File: config.mk
export PLATFORM = sky130hd
export DESIGN_NAME = sw_boost_ctrl
export DESIGN_NICKNAME = d
export VERILOG_FILES = /design/src/hdl/boost_pkg.sv /design/src/hdl/boost_cfg_if.sv /design/src/hdl/boost_phase_gen.sv /design/src/hdl/sw_boost_ctrl.sv
export SDC_FILE = /design/constraint.sdc
export NUM_CORES = 1
export LEC_CHECK = 0
export BUFFER_PORTS_ARGS = -buffer_cell sky130_fd_sc_hd__buf_2
export CORE_MARGIN = 3
export CORE_UTILIZATION = 40
export DETAILED_ROUTE_END_ITERATION = 7
export SETUP_SLACK_MARGIN = 0.4
export SLEW_MARGIN = 0
export SYNTH_ARGS = -nofsm -noshare
export SYNTH_HDL_FRONTEND = slang
export SYNTH_HIERARCHICAL = 1
export SYNTH_SLANG_ARGS = --single-unit
export TNS_END_PERCENT = 1
File: constraint.sdc
create_clock -name mclk_in -period 15.5 [get_ports mclk_in]
set_input_delay 0.775 -clock mclk_in [delete_from_list [all_inputs] [get_ports mclk_in]]
set_output_delay 0.775 -clock mclk_in [all_outputs]
set_load 0.01 [all_outputs]
File: src/hdl/boost_pkg.sv
// Constants for the software command and boost converter control block.
// Assumes a single 40 MHz clock that stands in for the internal oscillator.
package boost_pkg;

	// Command word routing, top three bits of a 16-bit write
	localparam int         SEL_LSB   = 13;
	localparam logic [2:0] SEL_SW    = 3'h4;
	localparam logic [2:0] SEL_BOOST = 3'h3;

	// Software command register
	localparam int          CRC_EN_BIT      = 12;
	localparam logic [11:0] SOFT_RESET_CODE = 12'h555;
	localparam logic [11:0] KEEPALIVE_CODE  = 12'h195;

	// Boost control register fields and reset value
	localparam int         COMP_BIT    = 6;
	localparam int         PHASE_LSB   = 4;
	localparam int         FREQ_LSB    = 2;
	localparam int         LIMIT_LSB   = 0;
	localparam int         BOOST_W     = 7;
	localparam logic [6:0] BOOST_RESET = 7'h04;

	typedef enum logic [1:0] {
		PH_SAME,
		PH_AB_CD,
		PH_AC_BD,
		PH_QUAD
	} boost_phase_e;

	localparam logic [1:0] FREQ_250K = 2'h0;
	localparam logic [1:0] FREQ_410K = 2'h1;
	localparam logic [1:0] FREQ_650K = 2'h2;

	// Switching clock dividers, kept even so half-period shifts are exact
	localparam int         CLK_HZ     = 40_000_000;
	localparam int         F_250K_HZ  = 250_000;
	localparam int         F_410K_HZ  = 410_000;
	localparam int         F_650K_HZ  = 650_000;
	localparam logic [7:0] DIV_250K   = 8'((CLK_HZ / (2 * F_250K_HZ)) * 2);
	localparam logic [7:0] DIV_410K   = 8'((CLK_HZ / (2 * F_410K_HZ)) * 2);
	localparam logic [7:0] DIV_650K   = 8'((CLK_HZ / (2 * F_650K_HZ)) * 2);

	// Boost output limit in units of 100 mV
	localparam logic [8:0] LIMIT_23V0 = 9'h0e6;
	localparam logic [8:0] LIMIT_24V5 = 9'h0f5;
	localparam logic [8:0] LIMIT_27V0 = 9'h10e;
	localparam logic [8:0] LIMIT_29V5 = 9'h127;

	// Slew rate word: enable bit and seven setting bits
	localparam int SLEW_EN_BIT = 12;
	localparam int SLEW_CFG_W  = 7;

	// Watchdog
	localparam int WDOG_TIMEOUT_US_DFLT = 5000;
	localparam int US_CYCLES            = CLK_HZ / 1_000_000;

endpackage

File: src/hdl/boost_cfg_if.sv
// Carries switching settings to the phase generator and its clocks back.
// Both ends sit on the same clock.
interface boost_cfg_if;
	boost_pkg::boost_phase_e phase;
	logic [7:0]              div;
	logic [3:0]              clk;

	modport ctrl (output phase, output div, input clk);
	modport gen (input phase, input div, output clk);
endinterface

File: src/hdl/boost_phase_gen.sv
// Divides the clock into four boost switching clocks with selectable phase.
// Assumes div is even and at least four.
module boost_phase_gen (
	// Clock and reset
	input  wire logic  mclk_in,
	input  wire logic  reset_in,
	// Settings
	boost_cfg_if.gen   cfg
);

	logic [7:0] cnt_r;
	logic [3:0] clk_r;
	logic [7:0] half;
	logic [7:0] quarter;
	logic [7:0] off [4];

	function automatic logic shifted_high(input logic [7:0] c, input logic [7:0] o,
		input logic [7:0] n);
		logic [8:0] s;
		s = {1'b0, c} + {1'b0, o};
		if (s >= {1'b0, n}) begin
			s = s - {1'b0, n};
		end
		return s < {2'b00, n[7:1]};
	endfunction

	assign half    = {1'b0, cfg.div[7:1]};
	assign quarter = {2'b00, cfg.div[7:2]};

	always_comb begin
		off[0] = 8'h00;
		off[1] = 8'h00;
		off[2] = 8'h00;
		off[3] = 8'h00;
		case (cfg.phase)
			boost_pkg::PH_SAME: begin
			end
			boost_pkg::PH_AB_CD: begin
				off[2] = half;
				off[3] = half;
			end
			boost_pkg::PH_AC_BD: begin
				off[1] = half;
				off[3] = half;
			end
			default: begin
				off[1] = quarter;
				off[2] = half;
				off[3] = 8'(half + quarter);
			end
		endcase
	end

	// Wrap on >= so a shorter divider never lets the count run away
	always_ff @(posedge mclk_in or posedge reset_in) begin
		if (reset_in) begin
			cnt_r <= 8'h00;
		end else if (cnt_r >= 8'(cfg.div - 8'h01)) begin
			cnt_r <= 8'h00;
		end else begin
			cnt_r <= cnt_r + 8'h01;
		end
	end

	always_ff @(posedge mclk_in or posedge reset_in) begin
		if (reset_in) begin
			clk_r <= 4'h0;
		end else begin
			for (int i = 0; i < 4; i++) begin
				clk_r[i] <= shifted_high(cnt_r, off[i], cfg.div);
			end
		end
	end

	assign cfg.clk = clk_r;

	chk_phase_same: assert property (@(posedge mclk_in) disable iff (reset_in)
		($past(cfg.phase) == boost_pkg::PH_SAME) |-> (clk_r == 4'h0 || clk_r == 4'hf))
		else $error("same-edge phase gives unequal clocks");

	// A divider change leaves the count past the new end for a cycle, so those cycles are skipped
	chk_phase_ab_cd: assert property (@(posedge mclk_in) disable iff (reset_in)
		($past(cfg.phase) == boost_pkg::PH_AB_CD && $stable(cfg.div) && $past(cnt_r) < cfg.div)
		|-> (clk_r[1] == clk_r[0] && clk_r[2] == !clk_r[0] && clk_r[3] == !clk_r[0]))
		else $error("A/B against C/D phase wrong");

	chk_phase_ac_bd: assert property (@(posedge mclk_in) disable iff (reset_in)
		($past(cfg.phase) == boost_pkg::PH_AC_BD && $stable(cfg.div) && $past(cnt_r) < cfg.div)
		|-> (clk_r[2] == clk_r[0] && clk_r[1] == !clk_r[0] && clk_r[3] == !clk_r[0]))
		else $error("A/C against B/D phase wrong");

	chk_phase_quad: assert property (@(posedge mclk_in) disable iff (reset_in)
		($past(cfg.phase) == boost_pkg::PH_QUAD && $stable(cfg.div) && $past(cnt_r) < cfg.div)
		|-> (clk_r[2] == !clk_r[0] && clk_r[3] == !clk_r[1]))
		else $error("quadrature phase wrong");

	chk_div_wrap: assert property (@(posedge mclk_in) disable iff (reset_in)
		(cnt_r == 8'(cfg.div - 8'h01) && $stable(cfg.div)) |=> (cnt_r == 8'h00))
		else $error("divider did not wrap at its terminal count");

endmodule

File: src/hdl/sw_boost_ctrl.sv
// Software command and boost converter control registers.
// Assumes the serial front end hands over whole 16-bit words, one per strobe.
//
// Summary of operation
// Bit 12 of software write sets CRC checking
// Low bits 0x555 fully reset the block; the phase generator counter and clocks are not reset and keep running
// Host sends 0x195 before each watchdog timeout
// Missed keep-alive raises the alert output
// Boost word: comp, phase, frequency, limit fields
// Comp bit 0 internal resistor, 1 bypass
// Phase 00 clocks all channels together
// Phase 01 splits A,B from C,D
// Phase 10 splits A,C from B,D
// Phase 11 clocks channels in quadrature
// Frequency codes select divided switching clocks
// Limit code selects maximum boost voltage
// Slew rate held separately per channel
// Top bits 100 software, 011 boost
// Frequency code 11 keeps default divider
module sw_boost_ctrl #(
	parameter int WDOG_TIMEOUT_US = boost_pkg::WDOG_TIMEOUT_US_DFLT
) (
	// Clock and reset
	input  wire logic        mclk_in,
	input  wire logic        reset_in,
	// Command words from the serial port
	input  wire logic        wr_valid_in,
	input  wire logic [15:0] wr_data_in,
	// Slew rate words, channel chosen by the serial address
	input  wire logic        slew_wr_in,
	input  wire logic [1:0]  slew_chan_in,
	// Watchdog
	input  wire logic        wdog_en_in,
	output logic             alert_out,
	// Software command results
	output logic             crc_check_enable_out,
	output logic             soft_reset_out,
	// Boost converter settings
	output logic             boost_comp_select_out,
	output logic [1:0]       boost_phase_select_out,
	output logic [1:0]       boost_freq_select_out,
	output logic [1:0]       boost_limit_select_out,
	output logic [8:0]       boost_limit_dv_out,
	output logic [15:0]      boost_reg_out,
	output logic [3:0]       boost_clk_out,
	// Slew rate settings
	output logic [3:0]       slew_en_out,
	output logic [27:0]      slew_cfg_out
);

	localparam int         WDOG_CYCLES_I = WDOG_TIMEOUT_US * boost_pkg::US_CYCLES;
	localparam logic [31:0] WDOG_CYCLES  = 32'(WDOG_CYCLES_I);

	boost_cfg_if cfg ();

	logic                 sw_wr;
	logic                 boost_wr;
	logic                 soft_hit;
	logic                 keepalive;
	logic                 soft_rst_r;
	logic                 crc_en_r;
	logic [6:0]           boost_r;
	logic [8:0]           limit_dv_r;
	logic [31:0]          wdog_cnt_r;
	logic                 alert_r;
	logic [3:0]           slew_en_r;
	logic [6:0]           slew_cfg_r [4];
	logic [1:0]           phase_code;
	logic [1:0]           freq_code;
	logic [1:0]           limit_code;

	// Maps a frequency code to its divider; the reserved code keeps the default
	function automatic logic [7:0] freq_div(input logic [1:0] code);
		logic [7:0] d;
		d = boost_pkg::DIV_410K;
		if (code == boost_pkg::FREQ_250K) begin
			d = boost_pkg::DIV_250K;
		end else if (code == boost_pkg::FREQ_650K) begin
			d = boost_pkg::DIV_650K;
		end else if (code == boost_pkg::FREQ_410K) begin
			d = boost_pkg::DIV_410K;
		end else begin
			d = boost_pkg::DIV_410K;
		end
		return d;
	endfunction

	function automatic logic [8:0] limit_dv(input logic [1:0] code);
		logic [8:0] v;
		case (code)
			2'h0:    v = boost_pkg::LIMIT_23V0;
			2'h1:    v = boost_pkg::LIMIT_24V5;
			2'h2:    v = boost_pkg::LIMIT_27V0;
			default: v = boost_pkg::LIMIT_29V5;
		endcase
		return v;
	endfunction

	// Routing by the top three bits; anything else is not for this block
	assign sw_wr    = wr_valid_in && wr_data_in[15:boost_pkg::SEL_LSB] == boost_pkg::SEL_SW;
	assign boost_wr = wr_valid_in && wr_data_in[15:boost_pkg::SEL_LSB] == boost_pkg::SEL_BOOST;
	assign soft_hit  = sw_wr && wr_data_in[11:0] == boost_pkg::SOFT_RESET_CODE;
	assign keepalive = sw_wr && wr_data_in[11:0] == boost_pkg::KEEPALIVE_CODE;

	// The reset code is acted on one cycle later so the write itself finishes cleanly
	always_ff @(posedge mclk_in or posedge reset_in) begin
		if (reset_in) begin
			soft_rst_r <= 1'b0;
		end else begin
			soft_rst_r <= soft_hit;
		end
	end

	always_ff @(posedge mclk_in or posedge reset_in) begin
		if (reset_in) begin
			crc_en_r <= 1'b0;
		end else if (soft_rst_r) begin
			crc_en_r <= 1'b0;
		end else if (sw_wr && !soft_hit) begin
			crc_en_r <= wr_data_in[boost_pkg::CRC_EN_BIT];
		end
	end

	always_ff @(posedge mclk_in or posedge reset_in) begin
		if (reset_in) begin
			boost_r <= boost_pkg::BOOST_RESET;
		end else if (soft_rst_r) begin
			boost_r <= boost_pkg::BOOST_RESET;
		end else if (boost_wr) begin
			boost_r <= wr_data_in[boost_pkg::BOOST_W-1:0];
		end
	end

	assign phase_code = boost_r[boost_pkg::PHASE_LSB +: 2];
	assign freq_code  = boost_r[boost_pkg::FREQ_LSB +: 2];
	assign limit_code = boost_r[boost_pkg::LIMIT_LSB +: 2];

	always_ff @(posedge mclk_in or posedge reset_in) begin
		if (reset_in) begin
			limit_dv_r <= boost_pkg::LIMIT_23V0;
		end else begin
			limit_dv_r <= limit_dv(limit_code);
		end
	end

	// Watchdog: counts while enabled, keep-alive restarts it, alert holds until fed, disabled or soft reset
	always_ff @(posedge mclk_in or posedge reset_in) begin
		if (reset_in) begin
			wdog_cnt_r <= 32'h0000_0000;
		end else if (soft_rst_r || !wdog_en_in || keepalive) begin
			wdog_cnt_r <= 32'h0000_0000;
		end else if (wdog_cnt_r < WDOG_CYCLES) begin
			wdog_cnt_r <= wdog_cnt_r + 32'h0000_0001;
		end
	end

	always_ff @(posedge mclk_in or posedge reset_in) begin
		if (reset_in) begin
			alert_r <= 1'b0;
		end else if (soft_rst_r || !wdog_en_in) begin
			alert_r <= 1'b0;
		end else if (!keepalive && wdog_cnt_r == WDOG_CYCLES - 32'h0000_0001) begin
			alert_r <= 1'b1;
		end else if (keepalive) begin
			alert_r <= 1'b0;
		end
	end

	// Each channel keeps its own slew word; it serves current and voltage outputs alike
	always_ff @(posedge mclk_in or posedge reset_in) begin
		if (reset_in) begin
			slew_en_r <= 4'h0;
			for (int i = 0; i < 4; i++) begin
				slew_cfg_r[i] <= 7'h00;
			end
		end else if (soft_rst_r) begin
			slew_en_r <= 4'h0;
			for (int i = 0; i < 4; i++) begin
				slew_cfg_r[i] <= 7'h00;
			end
		end else if (slew_wr_in) begin
			slew_en_r[slew_chan_in]  <= wr_data_in[boost_pkg::SLEW_EN_BIT];
			slew_cfg_r[slew_chan_in] <= wr_data_in[boost_pkg::SLEW_CFG_W-1:0];
		end
	end

	assign cfg.phase = boost_pkg::boost_phase_e'(phase_code);
	assign cfg.div   = freq_div(freq_code);

	boost_phase_gen u_phase_gen (
		.mclk_in  (mclk_in),
		.reset_in (reset_in),
		.cfg      (cfg)
	);

	assign alert_out              = alert_r;
	assign crc_check_enable_out   = crc_en_r;
	assign soft_reset_out         = soft_rst_r;
	assign boost_comp_select_out  = boost_r[boost_pkg::COMP_BIT];
	assign boost_phase_select_out = phase_code;
	assign boost_freq_select_out  = freq_code;
	assign boost_limit_select_out = limit_code;
	assign boost_limit_dv_out     = limit_dv_r;
	assign boost_reg_out          = {boost_pkg::SEL_BOOST, 6'h00, boost_r};
	assign boost_clk_out          = cfg.clk;
	assign slew_en_out            = slew_en_r;
	assign slew_cfg_out           = {slew_cfg_r[3], slew_cfg_r[2], slew_cfg_r[1], slew_cfg_r[0]};

	chk_crc_enable_write: assert property (@(posedge mclk_in) disable iff (reset_in)
		(sw_wr && !soft_hit && !soft_rst_r)
		|=> (crc_check_enable_out == $past(wr_data_in[boost_pkg::CRC_EN_BIT])))
		else $error("crc enable does not follow bit 12");

	chk_soft_reset_seq: assert property (@(posedge mclk_in) disable iff (reset_in)
		soft_hit |=> soft_reset_out ##1
		(!crc_check_enable_out && boost_reg_out[6:0] == boost_pkg::BOOST_RESET && !alert_out))
		else $error("soft reset code did not reset the block");

	chk_keepalive_clears: assert property (@(posedge mclk_in) disable iff (reset_in)
		(keepalive && !soft_rst_r) |=> (!alert_out && wdog_cnt_r == 32'h0000_0000))
		else $error("keep-alive did not restart the watchdog");

	chk_wdog_alert_set: assert property (@(posedge mclk_in) disable iff (reset_in)
		(wdog_en_in && !soft_rst_r && !keepalive && wdog_cnt_r == WDOG_CYCLES - 32'h0000_0001)
		|=> alert_out)
		else $error("watchdog timeout did not raise alert");

	chk_alert_cause: assert property (@(posedge mclk_in) disable iff (reset_in)
		$rose(alert_out) |-> $past(wdog_en_in) && $past(wdog_cnt_r) == WDOG_CYCLES - 32'h0000_0001)
		else $error("alert raised without a timeout");

	chk_boost_fields: assert property (@(posedge mclk_in) disable iff (reset_in)
		(boost_wr && !soft_rst_r)
		|=> (boost_comp_select_out == $past(wr_data_in[6]) && boost_phase_select_out == $past(wr_data_in[5:4])
		&& boost_freq_select_out == $past(wr_data_in[3:2]) && boost_limit_select_out == $past(wr_data_in[1:0])))
		else $error("boost fields misplaced");

	chk_limit_map: assert property (@(posedge mclk_in) disable iff (reset_in)
		(boost_limit_select_out == 2'h1 && $stable(boost_limit_select_out)) |-> (boost_limit_dv_out == 9'h0f5))
		else $error("limit code 01 does not give 24.5 V");

	chk_freq_reserved: assert property (@(posedge mclk_in) disable iff (reset_in)
		(boost_freq_select_out == 2'h3) |-> (cfg.div == boost_pkg::DIV_410K))
		else $error("reserved frequency code changed the divider");

	chk_slew_channel: assert property (@(posedge mclk_in) disable iff (reset_in)
		(slew_wr_in && !soft_rst_r)
		|=> (slew_en_out[$past(slew_chan_in)] == $past(wr_data_in[12])))
		else $error("slew enable not stored for its channel");

	chk_foreign_write: assert property (@(posedge mclk_in) disable iff (reset_in)
		(wr_valid_in && !sw_wr && !boost_wr && !soft_rst_r)
		|=> ($stable(boost_reg_out) && $stable(crc_check_enable_out)))
		else $error("foreign command changed a register");

	// Value checks written against the fixed encodings rather than the lookup functions
	chk_crc_disable: assert property (@(posedge mclk_in) disable iff (reset_in)
		(sw_wr && !soft_hit && !soft_rst_r && !wr_data_in[12]) |=> !crc_check_enable_out)
		else $error("crc enable not cleared by bit 12 low");

	chk_soft_reset_cause: assert property (@(posedge mclk_in) disable iff (reset_in)
		soft_reset_out |-> $past(soft_hit))
		else $error("soft reset pulse without reset code");

	chk_wdog_off_quiet: assert property (@(posedge mclk_in) disable iff (reset_in)
		!wdog_en_in |=> !alert_out)
		else $error("alert raised with watchdog disabled");

	chk_comp_bypass: assert property (@(posedge mclk_in) disable iff (reset_in)
		(boost_wr && !soft_rst_r && wr_data_in[6]) |=> boost_comp_select_out)
		else $error("comp bit 1 did not select bypass");

	chk_phase_route: assert property (@(posedge mclk_in) disable iff (reset_in)
		(boost_wr && !soft_rst_r) |=> (cfg.phase == boost_pkg::boost_phase_e'($past(wr_data_in[5:4]))))
		else $error("phase code not passed to the generator");

	chk_freq_div_map: assert property (@(posedge mclk_in) disable iff (reset_in)
		(boost_freq_select_out == 2'h0 && cfg.div == 8'ha0) || (boost_freq_select_out == 2'h2 && cfg.div == 8'h3c)
		|| (boost_freq_select_out[0] && cfg.div == 8'h60))
		else $error("frequency code gives wrong divider");

	chk_limit_23v: assert property (@(posedge mclk_in) disable iff (reset_in)
		(boost_limit_select_out == 2'h0 && $stable(boost_limit_select_out)) |-> (boost_limit_dv_out == 9'h0e6))
		else $error("limit code 00 does not give 23 V");

	chk_limit_29v5: assert property (@(posedge mclk_in) disable iff (reset_in)
		(boost_limit_select_out == 2'h3 && $stable(boost_limit_select_out)) |-> (boost_limit_dv_out == 9'h127))
		else $error("limit code 11 does not give 29.5 V");

endmodule

# Yosys cells after proc, flatten, opt, wreduce, memory -nomap -nowiden
# Cells that the tools add are included.
[op_classes] n_addsub=11 eq_ne=10 n_bitwise=1 n_reduce_logical=24 magnitude_cmp=14 muxes=30
[op_table] cell="32-bit two-way mux" n=2
[op_table] cell="28-bit two-way mux" n=2
[op_table] cell="9-bit by 7-bit < comparator with 1-bit output" n=4
[op_table] cell="9-bit two-way mux" n=4
[op_table] cell="7-bit two-way mux" n=5
[op_table] cell="32-bit by 1-bit adder with 32-bit output, second input constant" n=1
[op_table] cell="32-bit by 18-bit == test with 1-bit output, second input constant" n=1
[op_table] cell="32-bit by 18-bit < comparator with 1-bit output, second input constant" n=1
[op_table] cell="28-bit bitwise mux" n=1
[op_table] cell="9-bit by 8-bit >= comparator with 1-bit output" n=3
[op_table] cell="9-bit case mux with 3 select lines" n=1
[op_table] cell="9-bit by 8-bit subtractor with 9-bit output" n=3
[op_table] cell="8-bit by 7-bit adder with 9-bit output" n=2
[op_table] cell="8-bit >= comparator" n=2
[op_table] cell="8-bit two-way mux" n=2
[op_table] cell="8-bit case mux with 2 select lines" n=1
[op_table] cell="7-bit demux with 2-bit select" n=1
[op_table] cell="7-bit case mux with 2 select lines" n=1
[op_table] cell="12-bit by 11-bit == test with 1-bit output, second input constant" n=1
[op_table] cell="12-bit by 9-bit == test with 1-bit output, second input constant" n=1
[op_table] cell="8-bit by 8-bit adder with 9-bit output" n=1
[op_table] cell="8-bit by 8-bit subtractor with 9-bit output" n=1
[op_table] cell="7-bit by 6-bit adder with 8-bit output" n=1
[op_table] cell="8-bit by 1-bit adder with 8-bit output, second input constant" n=1
[op_table] cell="21 further kinds" n=47
[word_totals] wordCells=103 ff_bits=95 inputBits=23 output_inout_bits=71

# Longest topological paths before layout
[logic_depth] depth_word=9 mapped_depth=29

# Cells and area by module
# Netlist, hierarchy kept.
[by_module_without_submodules] module="boost_phase_gen" instances=1 area_per_inst_um2=4466.8 cells_each=563
[by_module_without_submodules] module="sw_boost_ctrl" instances=1 area_per_inst_um2=3636.0 cells_each=335

# Least setup slack after synthesis
# No wires, ideal clock.
[synth_path] kind="reg2reg" start="reg boost_r[3]" end="reg u_phase_gen.clk_r[3], in the netlist u_phase_gen/cfg.clk[3]" required_time_ns=15.418 setup_time_ns=0.082 path_stages_with_launch=29 n_path_buf=2 t_arrival_ns=5.994 slack_ns=9.424 path_cell_list="dfrtp_1 nor2b_1 inv_1 ha_1 a21oi_1 o21bai_1 a21oi_1 xor2_1 a21o_1 ha_1 o211ai_1 a21oi_1 nor2_1 xnor2_1 ha_1 clkbuf_1 nand4_1 o21ai_0 nor3_2 buf_2 nand2_1 o21ai_1 ha_1 a211oi_1 o21bai_1 a21o_1 a21oi_1 o211ai_1 o22ai_1"
[synth_between] elab_chain_cells=9 word_cells_on_any_way=11
[synth_lines] item="start: declaration" line="sw_boost_ctrl.sv:62" text="logic [6:0] boost_r;"
[synth_lines] item="start signal: assignment" line="sw_boost_ctrl.sv:126" text="boost_r <= boost_pkg::BOOST_RESET;"
[synth_lines] item="start signal: assignment" line="sw_boost_ctrl.sv:128" text="boost_r <= boost_pkg::BOOST_RESET;"
[synth_lines] item="start signal: assignment" line="sw_boost_ctrl.sv:130" text="boost_r <= wr_data_in[boost_pkg::BOOST_W-1:0];"
[synth_lines] item="2-bit == test" line="sw_boost_ctrl.sv:78" text="end else if (code == boost_pkg::FREQ_650K) begin"
[synth_lines] item="7-bit two-way mux" line="sw_boost_ctrl.sv:78"
[synth_lines] item="8-bit two-way mux *" line="sw_boost_ctrl.sv:76" text="if (code == boost_pkg::FREQ_250K) begin"
[synth_lines] item="via cfg.div[2]" line="boost_cfg_if.sv:5" text="logic [7:0] div;"
[synth_lines] item="7-bit by 6-bit adder with 8-bit output" line="boost_phase_gen.sv:49" text="off[3] = 8'(half + quarter);"
[synth_lines] item="8-bit case mux with 2 select lines" line="boost_phase_gen.sv:35" text="case (cfg.phase)"
[synth_lines] item="8-bit by 8-bit adder with 9-bit output" line="boost_phase_gen.sv:20" text="s = {1'b0, c} + {1'b0, o};"
[synth_lines] item="9-bit by 8-bit subtractor with 9-bit output or 9-bit by 8-bit >= comparator with 1-bit output (tied branches)" line="boost_phase_gen.sv:22, boost_phase_gen.sv:21"
[synth_lines] item="9-bit two-way mux" line="boost_phase_gen.sv:21" text="if (s >= {1'b0, n}) begin"
[synth_lines] item="9-bit by 7-bit < comparator with 1-bit output *" line="boost_phase_gen.sv:24" text="return s < {2'b00, n[7:1]};"
[synth_lines] item="end signal: indexed assignment" line="boost_phase_gen.sv:70" text="clk_r[i] <= shifted_high(cnt_r, off[i], cfg.div);"
[synth_lines] item="end: declaration" line="boost_phase_gen.sv:12" text="logic [3:0] clk_r;"
# The timed path passes the listed nets; every way through them passes the cells marked *.
# A chain may end at the register's enable or synchronous reset.

# Worst setup path in the final report
[layout_path] start="reg boost_r[2]" end="reg u_phase_gen.clk_r[3], in the netlist u_phase_gen/cfg.clk[3]"
# The elaborated chain is that of the path after synthesis.

==> Implementation_results.wiki <==
{| class="wikitable"
! Metric !! Value
|-
| Maximum clock frequency || 0.160 GHz
|-
| Hold Fails Final Rpt || 0
|-
| Setup violations, final || 0
|-
| Critical path fanouts, max || 20
|-
| Post-DP HPWL || 14.5 mm
|-
| Fraction of layout cells with a size suffix above 1 || between 10% and 20%
|-
| Leakage power of the design || 4.41 nW
|-
| Drt total wl || 19.1 mm
|-
| Data required time of the critical path || 15,780 ps
|-
| All-Layer GR Usage || 17.7%
|-
| Detail Route met3 WL || 1.11 mm
|-
| Share of synthesized registers carrying an async set or reset || 100%
|-
| Detailed Route Iter0 Violations || 262
|-
| Routed met1 length || 9.24 mm
|-
| Port buffer count || 83
|-
| Post-Syn Area || 8100 um^2
|-
| Maximum vdd drop || between 80 and 90 uV
|-
| Slew at the pin with the worst max-slew slack || between 700 and 800 ps
|-
| Clock-pin slew of the registers on the worst-case setup and hold paths || 80 ps
|-
| Synth Instances || 898
|-
| Run status || complete, no violations
|-
| Ports || 94
|-
| Worst-skew pair later-pin latency || around 350 ps
|-
| Post-detailed-route via-to-cell ratio || ~5.3
|-
| Unique cell type count in the Yosys netlist || 76
|-
| Ys Warns || 6
|-
| Number of cells upsized or downsized after cts || 0
|-
| Initial antenna violation count || 0
|-
| Total length of routed met2 wires || 8.56 mm
|-
| Endpoint class of the critical path || register
|-
| Max-Slew Margin vs Limit || 47.3%
|-
| Post-CTS repair timing setup buffer count || 0
|-
| Number of synthesized flops with an enable pin || 0
|-
| Unrepaired setup endpoints after global routing || false
|-
| Final worst path period need || 6250 ps
|-
| Maximum number of pins on one net before global-route repair || 62
|-
| Uppermost layer routed || met4
|-
| Maximum number of buffers from clock root to sink || 2
|-
| Avg Inst Size Synth || 9.02 um^2
|-
| Final max-slew violation count || 0
|-
| DP Worst Slack || 9290 ps
|-
| H-tree levels || 3
|-
| Most common cell after layout, fill and taps aside || nor2_1
|-
| Global-route wire length before repair || 31.8 mm
|-
| Initial Utilization || about two fifths
|-
| Setup skew after layout || approximately 12 ps
|-
| TritonCTS clock tree || yes
|-
| Die Y-Extent || 148 um
|-
| Number of maximum-capacitance violations || 0
|-
| Path category of the worst min-delay check || primary input to async pin
|-
| Classification of the worst setup path || register to register
|-
| Total congestion overflow after global routing || 0
|-
| Sequential cell area fraction in the yosys report || 28.8%
|-
| FF+latch count, synth || 93
|-
| Hold-fix buffers, CTS || 0
|-
| Top_reg_cell synth || dfrtp_1
|-
| Placer Congestion || 0.851
|-
| Commonest cells after routing, fill and taps aside || nor2_1, ha_1, dfrtp_1, buf_2, a21oi_1
|-
| Clock root buffer master || clkbuf_16
|-
| Avg WL per Cell || 15.3 um
|-
| Number of nets still failing antenna checks after routing || 0
|-
| Drt pass-1 iters || 5
|-
| Startpoint kind of the worst setup timing path || register
|-
| Fin worst setup slack || 9250 ps
|-
| Number of nets in the layout || 1,119
|-
| X dimension of the die || roughly 150 um
|-
| Area growth, synth to finish || 11.6%
|-
| Placeable core area || ~20,000 um^2
|-
| Number of cell rows || 51
|-
| Final worst-path cycle share || approximately two fifths
|-
| Num Clock Sinks || 93
|-
| Final TNS setup || 0 ps
|-
| Remaining routing DRC violations || 0
|-
| Endpoint arrival time on the critical path || 6520 ps
|-
| Area of the die || 22,000 um^2
|-
| Power Density || 219 nW/um^2
|-
| Vias after detailed routing || 6,601
|-
| Count of antenna diodes in the layout || 0
|-
| Number of global-route vias before repair || about 6,500
|-
| Clock buffer count from CTS || 9
|}
## state kept, by name (all words and copies together) (netlist names)
register              count
u_phase_gen/cfg.clk       4
slew_cfg_out             28
slew_en_out               4
alert_out                 1
wdog_cnt_r               32
boost_limit_dv_out        7
soft_reset_out            1
crc_check_enable_out      1
u_phase_gen/cnt_r         8
boost_r                   7
## report_power, final
group	leakage (nW)	internal, mW	switching, mW
logic	3.08	0.644	0.773
clock network	0.145	0.113	0.107
registers	1.18	0.287	0.0555
total	4.41	1.04	0.936
## stage by stage
step	instance area [um^2]	utilization (%)	std cells	hold WS, ps	power, mW
floorplan	8200	-	924	454	1.46
global placement	8750	44.5	1236	470	1.74
detailed placement	8750	44.5	1236	472	1.75
CTS	9040	46.0	1252	394	1.98
global route	9040	46.0	1252	404	2.18
finish	9040	46.0	1252	385	1.98
## cell usage after synthesis (12+ instances only)
library cell    n  share of area [%]
ha_1          106                 16
a21o_1         18                1.7
o21ai_0        29                1.8
a21oi_1        58                3.6
nor3_1         12               0.74
xnor2_1        44                4.8
nand2_1        37                1.7
nor2_1        122                5.7
xor2_1         14                1.5
o21a_1         16                1.5
clkbuf_1       17               0.79
buf_4          18                1.7
dfrtp_1        89                 27
and2_1         18                1.4
nand4_1        17                1.3
nand3_1        17                1.1
mux2i_1        37                4.6
inv_1          40                1.9
## final cells by class
cell class	count	area [um^2]
flip-flops and latches	93	2330
clock inverters	7	62.6
inverters	41	155
multi-input cells	750	5490
well taps	265	332
fillers	1961	10600
clock buffers	9	225
repair buffers	87	445
## kinds of logic after synthesis
logic type | Yosys count | synth area share, %
AND/OR/NAND/NOR | 301 | 19.0
AO/OA/AOI/OAI | 197 | 16.2
adder cells (fa/ha/maj) | 114 | 18.3
flip-flops | 93 | 28.8
buffers and inverters | 81 | 4.71
XOR/XNOR | 58 | 6.27
multiplexers | 52 | 6.66
other | 2 | 0.0927
## final timing paths
kind                                            start                                to  slack (ps)  depth (start not counted)
max reg2reg                    boost_r[2]$_DFFE_PP1P_  u_phase_gen/cfg.clk[3]$_DFF_PP0_        9250                         26
min in group mclk_in       wdog_cnt_r[22]$_DFFE_PP0P_        wdog_cnt_r[22]$_DFFE_PP0P_         500                          1
max in group asynchronous                    reset_in         wdog_cnt_r[9]$_DFFE_PP0P_       14050                          3
min                                          reset_in      slew_cfg_out[18]$_DFFE_PP0P_         380                          2
min reg2reg                wdog_cnt_r[22]$_DFFE_PP0P_        wdog_cnt_r[22]$_DFFE_PP0P_         500                          1
max                            boost_r[2]$_DFFE_PP1P_  u_phase_gen/cfg.clk[3]$_DFF_PP0_        9250                         26
## routing by layer
| metal | up-vias | global-route usage, % |
|---|---|---|
| li1 | 3355 | - |
| met1 | 3096 | 23.9 |
| met2 | 136 | 29.0 |
| met3 | 14 | 4.36 |
| met4 | 0 | 3.79 |
| met5 | - | 0 |
## critical path, cell delays in order, from the launching register on
cell and delay, ps:
dfstp_2 630, nor2b_1 70, buf_4 210, inv_1 460, ha_1 380, a21oi_1 240
o21bai_1 90, a21oi_1 220, xor2_1 100, a21o_1 200, ha_1 300, o211ai_1 80
a21oi_1 210, nor2_1 90, xnor2_1 200, ha_1 350, nand4_1 140, o21ai_0 120
nor3_2 610, o21ai_1 170, ha_1 320, a211oi_1 210, o21bai_1 100, a21o_1 170
a21oi_1 190, o211ai_1 120, o22ai_1 180
Note: power is estimated with default switching activity, not from simulation.
